**src/logic/ast_pkg.sv**
```systemverilog
// Package for the asynchronous serial transceiver.
// Holds register offsets, field positions, reset values and states.
package ast_pkg;

  // Register offsets on the plain register port
  localparam logic [2:0] MODE_OFS   = 3'h0;  // serial_mode_reg
  localparam logic [2:0] CTRL_OFS   = 3'h1;  // serial_control_reg
  localparam logic [2:0] BAUD_OFS   = 3'h2;  // 16x tick divisor
  localparam logic [2:0] TDATA_OFS  = 3'h3;  // tx_data_reg
  localparam logic [2:0] STAT_OFS   = 3'h4;  // serial_status_reg
  localparam logic [2:0] RDATA_OFS  = 3'h5;  // rx_data_reg
  localparam logic [2:0] PIN_OFS    = 3'h6;  // rx_line level

  // serial_mode_reg fields
  localparam int CHR_BIT  = 6;  // char_length_sel
  localparam int PE_BIT   = 5;  // parity_enable
  localparam int ODD_BIT  = 4;  // Odd parity select
  localparam int STOP_BIT = 3;  // Two stop bits
  localparam int MP_BIT   = 2;  // multiproc_format_sel

  // serial_control_reg fields
  localparam int TIE_BIT  = 7;  // tx_empty_irq_en
  localparam int RIE_BIT  = 6;  // rx_irq_en
  localparam int TE_BIT   = 5;  // tx_enable
  localparam int RE_BIT   = 4;  // rx_enable
  localparam int TX_DONE_IRQ_EN_BIT = 2;  // tx_done_irq_en
  localparam int CLK_SRC_SEL_HI_BIT = 1;  // clk_src_sel_hi
  localparam int CLK_SRC_SEL_LO_BIT = 0;  // clk_src_sel_lo

  // serial_status_reg fields
  localparam int TX_EMPTY_FLAG_BIT = 7;  // tx_empty_flag
  localparam int RX_FULL_FLAG_BIT = 6;  // rx_full_flag
  localparam int OVERRUN_FLAG_BIT = 5;  // overrun_flag
  localparam int FER_BIT  = 4;  // framing_err_flag
  localparam int PER_BIT  = 3;  // parity_err_flag
  localparam int TX_DONE_FLAG_BIT = 2;  // tx_done_flag
  localparam int MPBR_BIT = 1;  // Received multiproc_bit
  localparam int MPBT_BIT = 0;  // multiproc_bit to send

  // Reset value, bit phases and data lengths
  localparam logic [7:0] BAUD_RST = 8'h0F;  // Divisor reset value
  localparam logic [3:0] PH_LAST  = 4'hF;   // Last 16x tick of a bit
  localparam logic [3:0] PH_MID   = 4'h7;   // Eighth tick, bit centre
  localparam logic [2:0] LEN8     = 3'h7;   // Last index, 8 data bits
  localparam logic [2:0] LEN7     = 3'h6;   // Last index, 7 data bits

  // Transmit and receive states
  typedef enum logic [2:0] {
    AST_IDLE, AST_START, AST_DATA, AST_PAR, AST_STOP1, AST_STOP2
  } ast_state_e;

endpackage

```
**src/logic/ast_serial_port.sv**
```systemverilog
// Asynchronous serial transceiver: transmitter, receiver, registers.
// Assumes one 25 MHz clock, a plain register port driven from the
// same clock, and rx_line and the serial clock pin from outside.
`timescale 1ns/1ns
`default_nettype none

module ast_serial_port
  import ast_pkg::*;
#(
  parameter logic [7:0] BAUD_DEFAULT = BAUD_RST  // Divisor after reset
) (
  input  wire logic       clk,           // 25 MHz clock
  input  wire logic       reset,         // Asynchronous, active high
  input  wire logic [2:0] addr,          // Register address
  input  wire logic [7:0] wdata,         // Write data
  input  wire logic       wr,            // Write strobe
  input  wire logic       rd,            // Read strobe
  input  wire logic       dma_read,      // Read strobe comes from DMA
  output logic      [7:0] rdata,         // Read data, cycle after rd
  input  wire logic       rx_line,       // Serial input pin
  output logic            tx_line,       // Serial output pin
  input  wire logic       sck_in,        // serial_clock_pin input
  output logic            sck_out,       // serial_clock_pin output
  output logic            sck_oe,        // serial_clock_pin enable
  output logic            tx_empty_irq,  // Transmit empty request
  output logic            tx_done_irq,   // Transmit end request
  output logic            rx_full_irq,   // Receive full request
  output logic            rx_err_irq     // Receive error request
);

  // Elaboration check: a zero divisor default is refused
  if (BAUD_DEFAULT == 8'h00) begin : g_bad_baud
    $error("BAUD_DEFAULT must be nonzero");
  end

  // Register file and flags
  logic [7:0] mode_r, ctrl_r, baud_r, tdata_r, rdata_r;
  logic [7:0] next_mode, next_ctrl, next_baud, next_tdata, next_rdata;
  logic       tx_empty_flag, rx_full_flag, overrun_flag, framing_err_flag, per, tx_done_flag, mpbr, mpbt;
  logic       next_tx_empty_flag, next_rx_full_flag, next_overrun_flag, next_fer, next_per;
  logic       next_tx_done_flag, next_mpbr, next_mpbt;
  logic [7:0] next_rdata_bus;
  // Synchronisers and tick generator
  logic       rx_s1, rx_s2, rx_s3;   // rx_line synchroniser
  logic       ck_s1, ck_s2, ck_s3;   // sck_in synchroniser
  logic [7:0] div_cnt, next_div_cnt; // Internal 16x divisor
  logic       tick;                  // One 16x pulse
  // Transmitter
  ast_state_e tx_st, next_tx_st;
  logic [3:0] tx_ph, next_tx_ph;     // 16x phase within a bit
  logic [2:0] tx_idx, next_tx_idx;   // Data bit index
  logic [7:0] tx_sh, next_tx_sh;     // tx_shift_reg
  logic       tx_par, next_tx_par;   // Parity or multiproc bit
  logic       next_tx_line, tx_load, tx_end;
  // Receiver
  ast_state_e rx_st, next_rx_st;
  logic [3:0] rx_ph, next_rx_ph;
  logic [2:0] rx_idx, next_rx_idx;
  logic [7:0] rx_sh, next_rx_sh;     // rx_shift_reg
  logic       rx_pb, next_rx_pb;     // Received parity / mp bit
  logic       rx_done, rx_perr;      // Frame complete, bad parity

  // Decoded mode and control bits
  logic ext_clk, two_stop, mp_fmt, par_en, err_any;
  assign ext_clk  = ctrl_r[CLK_SRC_SEL_HI_BIT];
  assign two_stop = mode_r[STOP_BIT];
  assign mp_fmt   = mode_r[MP_BIT];
  assign par_en   = mode_r[PE_BIT] & ~mode_r[MP_BIT];
  assign err_any  = overrun_flag | framing_err_flag | per;

  // Last data bit index for the chosen length
  function automatic logic [2:0] last_idx(input logic seven);
    last_idx = seven ? LEN7 : LEN8;
  endfunction

  // Parity bit of the data actually framed
  function automatic logic par_of(input logic [7:0] d,
                                  input logic seven, input logic odd);
    logic p;
    p = seven ? ^d[6:0] : ^d;
    par_of = p ^ odd;
  endfunction

  // State after the data bits, shared by both directions
  function automatic ast_state_e after_data(input logic mp,
                                             input logic pe);
    // parity, multiproc bit or straight to stop
    after_data = (mp | pe) ? AST_PAR : AST_STOP1;
  endfunction

  // 16x tick: internal divisor or external pin edge
  always_comb begin
    next_div_cnt = (div_cnt == 8'h00) ? baud_r : div_cnt - 8'h01;
    // external pin edge is one 16x tick
    tick = ext_clk ? (ck_s2 & ~ck_s3) : (div_cnt == 8'h00);
  end

  always_ff @(posedge clk or posedge reset) begin
    if (reset) begin
      div_cnt <= 8'h00;
      rx_s1   <= 1'b1;
      rx_s2   <= 1'b1;
      rx_s3   <= 1'b1;
      ck_s1   <= 1'b0;
      ck_s2   <= 1'b0;
      ck_s3   <= 1'b0;
    end else begin
      div_cnt <= next_div_cnt;
      rx_s1   <= rx_line;
      rx_s2   <= rx_s1;
      rx_s3   <= rx_s2;
      ck_s1   <= sck_in;
      ck_s2   <= ck_s1;
      ck_s3   <= ck_s2;
    end
  end

  // Transmitter sequencing
  always_comb begin
    next_tx_st   = tx_st;
    next_tx_ph   = tx_ph;
    next_tx_idx  = tx_idx;
    next_tx_sh   = tx_sh;
    next_tx_par  = tx_par;
    next_tx_line = 1'b1;
    tx_load      = 1'b0;
    tx_end       = 1'b0;
    if (tick)
      next_tx_ph = tx_ph + 4'h1;
    unique case (tx_st)
      AST_IDLE: begin
        // empty flag low means fresh data
        if (ctrl_r[TE_BIT] && !tx_empty_flag) begin
          tx_load     = 1'b1;
          next_tx_sh  = tdata_r;
          next_tx_par = mp_fmt ? mpbt
                      : par_of(tdata_r, mode_r[CHR_BIT], mode_r[ODD_BIT]);
          next_tx_st  = AST_START;
          next_tx_ph  = 4'h0;
        end
      end
      AST_START: begin
        next_tx_line = 1'b0;
        if (tick && tx_ph == PH_LAST) begin
          next_tx_st  = AST_DATA;
          next_tx_idx = 3'h0;
        end
      end
      AST_DATA: begin
        next_tx_line = tx_sh[0];
        if (tick && tx_ph == PH_LAST) begin
          next_tx_sh  = {1'b1, tx_sh[7:1]};
          next_tx_idx = tx_idx + 3'h1;
          if (tx_idx == last_idx(mode_r[CHR_BIT]))
            next_tx_st = after_data(mp_fmt, par_en);
        end
      end
      AST_PAR: begin
        next_tx_line = tx_par;
        if (tick && tx_ph == PH_LAST)
          next_tx_st = AST_STOP1;
      end
      default: begin
        // one or two high stop bits
        next_tx_line = 1'b1;
        if (tick && tx_ph == PH_LAST) begin
          if (tx_st == AST_STOP1 && two_stop) begin
            next_tx_st = AST_STOP2;
          // data waiting: load and chain the next frame
          end else if (ctrl_r[TE_BIT] && !tx_empty_flag) begin
            tx_load     = 1'b1;
            next_tx_sh  = tdata_r;
            next_tx_par = mp_fmt ? mpbt
                        : par_of(tdata_r, mode_r[CHR_BIT], mode_r[ODD_BIT]);
            next_tx_st  = AST_START;
          // nothing waiting: done, then mark state
          end else begin
            tx_end     = 1'b1;
            next_tx_st = AST_IDLE;
          end
        end
      end
    endcase
    // clearing transmit enable resets the shifter
    if (!ctrl_r[TE_BIT]) begin
      next_tx_st   = AST_IDLE;
      next_tx_sh   = 8'hFF;
      next_tx_line = 1'b1;
      tx_load      = 1'b0;
      tx_end       = 1'b0;
    end
  end

  always_ff @(posedge clk or posedge reset) begin
    if (reset) begin
      tx_st   <= AST_IDLE;
      tx_ph   <= 4'h0;
      tx_idx  <= 3'h0;
      tx_sh   <= 8'hFF;
      tx_par  <= 1'b1;
      tx_line <= 1'b1;
    end else begin
      tx_st   <= next_tx_st;
      tx_ph   <= next_tx_ph;
      tx_idx  <= next_tx_idx;
      tx_sh   <= next_tx_sh;
      tx_par  <= next_tx_par;
      tx_line <= next_tx_line;
    end
  end

  // Receiver sequencing
  always_comb begin
    next_rx_st  = rx_st;
    next_rx_ph  = rx_ph;
    next_rx_idx = rx_idx;
    next_rx_sh  = rx_sh;
    next_rx_pb  = rx_pb;
    rx_done     = 1'b0;
    rx_perr     = 1'b0;
    if (tick)
      next_rx_ph = rx_ph + 4'h1;
    unique case (rx_st)
      AST_IDLE: begin
        // no new frame while an error flag stands
        // synchronise on the falling start edge
        if (ctrl_r[RE_BIT] && !err_any && rx_s3 && !rx_s2) begin
          next_rx_st = AST_START;
          next_rx_ph = 4'h0;
        end
      end
      AST_START: begin
        // check the start bit at its centre
        if (tick && rx_ph == PH_MID) begin
          if (rx_s2)
            next_rx_st = AST_IDLE;
          else begin
            next_rx_st  = AST_DATA;
            next_rx_idx = 3'h0;
          end
        end
      end
      AST_DATA: begin
        // sample on the eighth tick of each bit
        if (tick && rx_ph == PH_MID) begin
          next_rx_sh  = {rx_s2, rx_sh[7:1]};
          next_rx_idx = rx_idx + 3'h1;
          if (rx_idx == last_idx(mode_r[CHR_BIT])) begin
            if (mode_r[CHR_BIT])
              next_rx_sh = {1'b0, rx_s2, rx_sh[7:2]};
            next_rx_st = after_data(mp_fmt, par_en);
          end
        end
      end
      AST_PAR: begin
        if (tick && rx_ph == PH_MID) begin
          next_rx_pb = rx_s2;
          next_rx_st = AST_STOP1;
        end
      end
      default: begin
        // First stop bit only is checked; frame ends at its centre
        if (tick && rx_ph == PH_MID) begin
          rx_done    = 1'b1;
          rx_perr    = par_en &&
            (rx_pb != par_of(rx_sh, mode_r[CHR_BIT], mode_r[ODD_BIT]));
          next_rx_st = AST_IDLE;
        end
      end
    endcase
    // disabling the receiver stops only the sequencer
    if (!ctrl_r[RE_BIT]) begin
      next_rx_st = AST_IDLE;
      rx_done    = 1'b0;
      rx_perr    = 1'b0;
    end
  end

  always_ff @(posedge clk or posedge reset) begin
    if (reset) begin
      rx_st  <= AST_IDLE;
      rx_ph  <= 4'h0;
      rx_idx <= 3'h0;
      rx_sh  <= 8'h00;
      rx_pb  <= 1'b0;
    end else begin
      rx_st  <= next_rx_st;
      rx_ph  <= next_rx_ph;
      rx_idx <= next_rx_idx;
      rx_sh  <= next_rx_sh;
      rx_pb  <= next_rx_pb;
    end
  end

  // Registers, status flags, read port and outputs
  always_comb begin
    next_mode  = mode_r;
    next_ctrl  = ctrl_r;
    next_baud  = baud_r;
    next_tdata = tdata_r;
    next_rdata = rdata_r;
    next_tx_empty_flag  = tx_empty_flag;
    next_rx_full_flag  = rx_full_flag;
    next_overrun_flag  = overrun_flag;
    next_fer   = framing_err_flag;
    next_per   = per;
    next_tx_done_flag  = tx_done_flag;
    next_mpbr  = mpbr;
    next_mpbt  = mpbt;
    // Software writes; status flags clear by writing zero, tx_done_flag by a zero in bit 7
    if (wr) begin
      unique case (addr)
        MODE_OFS:  next_mode  = wdata;
        CTRL_OFS:  next_ctrl  = wdata;
        BAUD_OFS:  next_baud  = wdata;
        TDATA_OFS: next_tdata = wdata;
        STAT_OFS: begin
          next_tx_empty_flag = tx_empty_flag & wdata[TX_EMPTY_FLAG_BIT];
          next_tx_done_flag = tx_done_flag & wdata[TX_EMPTY_FLAG_BIT];
          next_rx_full_flag = rx_full_flag & wdata[RX_FULL_FLAG_BIT];
          next_overrun_flag = overrun_flag & wdata[OVERRUN_FLAG_BIT];
          next_fer  = framing_err_flag  & wdata[FER_BIT];
          next_per  = per  & wdata[PER_BIT];
          next_mpbt = wdata[MPBT_BIT];
        end
        default: ;
      endcase
    end
    // DMA read of received data clears full flag
    if (rd && dma_read && addr == RDATA_OFS)
      next_rx_full_flag = 1'b0;
    // loading the shifter sets the empty flag
    if (tx_load)
      next_tx_empty_flag = 1'b1;
    if (tx_end)
      next_tx_done_flag = 1'b1;
    if (!next_ctrl[TE_BIT])
      next_tx_empty_flag = 1'b1;
    if (rx_done) begin
      // overrun keeps old data; other errors transfer
      if (rx_full_flag)
        next_overrun_flag = 1'b1;
      else begin
        next_rdata = rx_sh;
        next_mpbr  = mp_fmt & rx_pb;
        // Hardware set wins over a software clear in the same cycle
        next_fer   = next_fer | ~rx_s2;
        next_per   = next_per | rx_perr;
        // clean frame sets the full flag
        if (rx_s2 && !rx_perr)
          next_rx_full_flag = 1'b1;
      end
    end
    // Read data mux, presented the cycle after rd
    next_rdata_bus = 8'h00;
    if (rd) begin
      unique case (addr)
        MODE_OFS:  next_rdata_bus = mode_r;
        CTRL_OFS:  next_rdata_bus = ctrl_r;
        BAUD_OFS:  next_rdata_bus = baud_r;
        TDATA_OFS: next_rdata_bus = tdata_r;
        STAT_OFS:  next_rdata_bus = {tx_empty_flag, rx_full_flag, overrun_flag, framing_err_flag, per, tx_done_flag,
                                     mpbr, mpbt};
        RDATA_OFS: next_rdata_bus = rdata_r;
        // synchronised rx_line level for break checks
        PIN_OFS:   next_rdata_bus = {7'h00, rx_s2};
        default:   next_rdata_bus = 8'h00;
      endcase
    end
  end

  always_ff @(posedge clk or posedge reset) begin
    if (reset) begin
      mode_r       <= 8'h00;
      ctrl_r       <= 8'h00;
      baud_r       <= BAUD_DEFAULT;
      tdata_r      <= 8'hFF;
      rdata_r      <= 8'h00;
      tx_empty_flag         <= 1'b1;
      rx_full_flag         <= 1'b0;
      overrun_flag         <= 1'b0;
      framing_err_flag          <= 1'b0;
      per          <= 1'b0;
      tx_done_flag         <= 1'b1;
      mpbr         <= 1'b0;
      mpbt         <= 1'b0;
      rdata        <= 8'h00;
      sck_out      <= 1'b0;
      sck_oe       <= 1'b0;
      tx_empty_irq <= 1'b0;
      tx_done_irq  <= 1'b0;
      rx_full_irq  <= 1'b0;
      rx_err_irq   <= 1'b0;
    end else begin
      mode_r       <= next_mode;
      ctrl_r       <= next_ctrl;
      baud_r       <= next_baud;
      tdata_r      <= next_tdata;
      rdata_r      <= next_rdata;
      tx_empty_flag         <= next_tx_empty_flag;
      rx_full_flag         <= next_rx_full_flag;
      overrun_flag         <= next_overrun_flag;
      framing_err_flag          <= next_fer;
      per          <= next_per;
      tx_done_flag         <= next_tx_done_flag;
      mpbr         <= next_mpbr;
      mpbt         <= next_mpbt;
      rdata        <= next_rdata_bus;
      // high in second half, rising at bit centre
      sck_out      <= tx_ph[3];
      // drive the pin only for internal clock output
      sck_oe       <= ~ctrl_r[CLK_SRC_SEL_HI_BIT] & ctrl_r[CLK_SRC_SEL_LO_BIT];
      tx_empty_irq <= ctrl_r[TIE_BIT] & tx_empty_flag;
      // end request follows the done flag
      tx_done_irq  <= ctrl_r[TX_DONE_IRQ_EN_BIT] & tx_done_flag;
      // full request follows the full flag
      rx_full_irq  <= ctrl_r[RIE_BIT] & rx_full_flag;
      rx_err_irq   <= ctrl_r[RIE_BIT] & err_any;
    end
  end
endmodule

`default_nettype wire

```
**config.mk**
```make
export PLATFORM = sky130hd
export DESIGN_NAME = ast_serial_port
export DESIGN_NICKNAME = d
export VERILOG_FILES = /design/src/logic/ast_pkg.sv /design/src/logic/ast_serial_port.sv
export SDC_FILE = /design/constraint.sdc
export NUM_CORES = 1
export LEC_CHECK = 0
export ABC_AREA = 0
export BUFFER_PORTS_ARGS = -buffer_cell sky130_fd_sc_hd__buf_2
export CORE_MARGIN = 2
export CORE_UTILIZATION = 25
export CTS_BUF_LIST = sky130_fd_sc_hd__clkbuf_8
export DETAILED_ROUTE_END_ITERATION = 10
export SYNTH_ARGS = -nofsm -noshare
export SYNTH_HDL_FRONTEND = slang
export SYNTH_SLANG_ARGS = --single-unit
```
**constraint.sdc**
```tcl
create_clock -name clk -period 7 [get_ports clk]
set_input_delay 2.1 -clock clk [delete_from_list [all_inputs] [get_ports clk]]
set_output_delay 2.1 -clock clk [all_outputs]
set_load 0.05 [all_outputs]
```
==> reports/metrics.csv <==
metric,value,unit
# diodes,0,
global route overflow,0,
worst setup slack after layout,3.60,ns
GR Util met2,17.8,%
DR iter-0 viols,216,
Ys Warns,0,
GRT met3 Usage,3.89,%
crit path kind,in2reg,
register area share after synthesis,50.5,%
IO buf count,32,
syn nets,545,
H-tree depth,4,
Post-CTS Setup Bufs,0,
RSZ-0062 raised after global routing,false,
final hold vios,0,
vias in the first global route,4043,
"slowest stage delay, CP",0.66,ns
Lkg Pwr,2.81,nW
max-cap violations,0,
Setup TNS,0,ns
"Slowest-stage cell, CP",nor3b_2,
"EDFF count, synth",0,
crit path DAT,3.77,ns
Clock Path Buffers,2,
"delay-heaviest family, CP",simple AND/OR/NAND/NOR gates,
max-slew violations,0,
number of buffers created by CTS,17,
mean area per synthesized cell,11.1,um^2
Crit. End Element,register,
most used routing layer,met2,
Seq cells post-synth,115,
reg2reg start,div_cnt[0],
worst hold margin,0.356,ns
post-synthesis cell count,521,
worst path bufs/invs,1,
Cells on Worst Hold Path,0,
DRT Pass-1 Iters,5,
Worst Max-Slew Pin Slew,0.970,ns
placed insts,819,
hold path startpoint,rx_s1,
Startpoint Class,primary input,
Peak VDD IR,0.121,mV
Max Clock Freq,294,MHz
final setup vio count,0,
largest net degree at the start of global routing,78,
status,"complete, no violations",
Post-synth top flop,dfrtp_1,
Final min period,3.40,ns
Fill cells,2331,
Power Total,1.93,mW
Die W,156,um
capturing point of the worst reg2reg path,rdata_r[5],
Place WS,3.18,ns
GRT Util Overall,12.0,%
r2r setup slk,4.37,ns
first-pass GRT wire length,22400,um
final worst-path cycle share,48.6,%
IO Pins,33,
pwr dens,293,nW/um^2
Post-Route WL,13800,um
CTS tree,done,
"commonest non-fill, non-tap cell in the layout",dfrtp_1,
DRC,0,
vias per cell,4.73,
final instance area,6590,um^2
worst path required time,7.37,ns
Initial Util,25.4,%
clock slew at reported path FFs,0.07,ns
area of the core,22600,um^2
worst min-delay path class,reg2reg,
DIE AREA,24300,um^2
"commonest non-fill, non-tap cells in the layout","dfrtp_1 (88), mux2_2 (56), nor2_1 (48)",
crit-path max FO,32,
GPL Wtd Cong,0.836,
Synth cell types,61,
row count,55,
Hold Buf Count CTS,0,
Die H,156,um
final net count,577,
initial antenna violation count,1,
Hold EP,rx_s2,
post-CTS sizing,0,
multi-input logic area,2720,um^2
TritonCTS sink count,115,
CP cell instances,"buf_2, nor3b_2, mux2_2, nand3_1",
worst reg2reg path depth,6,
global routing met1 resource utilization,16.0,%
CTS root buffer,clkbuf_8,
Post-DRT Antenna Nets,0,
layout cells sized above 1,28.3,%
DP Area,6200,um^2
Layout Utilization,29.1,%
area grow syn2layout,14.4,%
via count,4023,
Non-Filler Instances,851,
clock skew,0.0131,ns
FF+latch area,2910,um^2
Rel. slew slack,35.3,%
DP HPWL,9640,um
Avg WL per Cell,16.2,um
Clock Latency Late Sink,0.44,ns
Syn Std Cell Area,5760,um^2
ys async rst share,100,%
registers in the layout (all words and copies together), names as in the netlist, 3 cells and up:
signal   count
div_cnt      8
tx_st        3
baud_r       8
tx_idx       3
rx_st        3
tx_sh        8
rdata_r      8
ctrl_r       8
rx_ph        4
tdata_r      8
rx_sh        8
mode_r       8
rdata        8
rx_idx       3
tx_ph        4
layer usage:
layer / vias to the layer above / wire length [um]
li1: 1915 / -
met1: 1992 / 6420
met2: 90 / 6280
met3: 24 / 706
met4: 2 / 327
met5: - / 13
cell usage after synthesis (3+ instances only):
| master | number | area [um^2] |
|---|---|---|
| dfrtp_1 | 88 | 2200 |
| a221oi_1 | 3 | 26.3 |
| a21oi_1 | 26 | 130 |
| xor2_1 | 7 | 61.3 |
| nand3b_1 | 5 | 37.5 |
| and2_1 | 9 | 56.3 |
| mux2i_1 | 21 | 210 |
| a31oi_1 | 8 | 50.1 |
| o21ai_0 | 18 | 90.1 |
| nor4_1 | 3 | 18.8 |
| o22ai_1 | 6 | 37.5 |
| a22oi_1 | 7 | 52.6 |
| nand4b_1 | 3 | 26.3 |
| mux2_2 | 56 | 631 |
| nand2b_1 | 11 | 68.8 |
| inv_1 | 11 | 41.3 |
| nor2b_1 | 10 | 62.6 |
| nor2_1 | 48 | 180 |
| nor3_1 | 4 | 20.0 |
| nand2_1 | 39 | 146 |
| dfstp_2 | 27 | 709 |
| clkbuf_1 | 14 | 52.6 |
| xnor2_1 | 18 | 158 |
| nand3_1 | 24 | 120 |
| buf_1 | 4 | 15.0 |
| ha_1 | 6 | 75.1 |
| o21a_1 | 3 | 22.5 |
worst max-delay path by stage:
| stage | cells past startpoint | end | startpoint | slack [ns] |
|---|---|---|---|---|
| floorplan | 1 | baud_r[4] | reset | 1.90 |
| global placement | 4 | tx_empty_flag | addr[0] | 3.24 |
| detailed placement | 4 | tx_empty_flag | addr[0] | 3.18 |
| CTS | 4 | tx_empty_flag | addr[0] | 3.64 |
| global route | 6 | rx_full_flag | addr[2] | 3.49 |
| finish | 4 | tx_empty_flag | addr[0] | 3.60 |
logic make-up (layout without fill, tap and decap cells):
family          count (synthesis)  count (layout)  share of synthesized area (%)
mux                            78              78                           15.0
compound gates                 90              90                           10.2
xor+xnor                       27              27                           4.58
buf+inv                        31              76                           2.22
fa+ha+maj                       6               6                           1.30
flops                         115             115                           50.5
simple gates                  174             174                           16.2
worst register-to-register path: stages (launching register included):
cell	delay, ns
dfrtp_1	0.39
inv_1	0.11
ha_1	0.16
or4b_4	0.49
o21a_4	0.28
nor4_4	0.68
mux2_2	0.41
area by class of cell:
cell class / count / share of cell area [%]
Clock buffer: 21 / 4.39
Timing Repair Buffer: 33 / 2.55
Sequential cell: 115 / 44.2
Multi-Input combinational cell: 375 / 41.3
Clock inverter: 11 / 1.48
Tap cell: 285 / 5.41
Inverter: 11 / 0.665
power by group:
part | internal (mW) | total (mW) | switching, mW | leakage (nW)
registers | 0.794 | 0.923 | 0.129 | 1.42
clock network | 0.344 | 0.601 | 0.257 | 0.223
logic | 0.188 | 0.403 | 0.215 | 1.16
(Power assumes the default switching activity.)
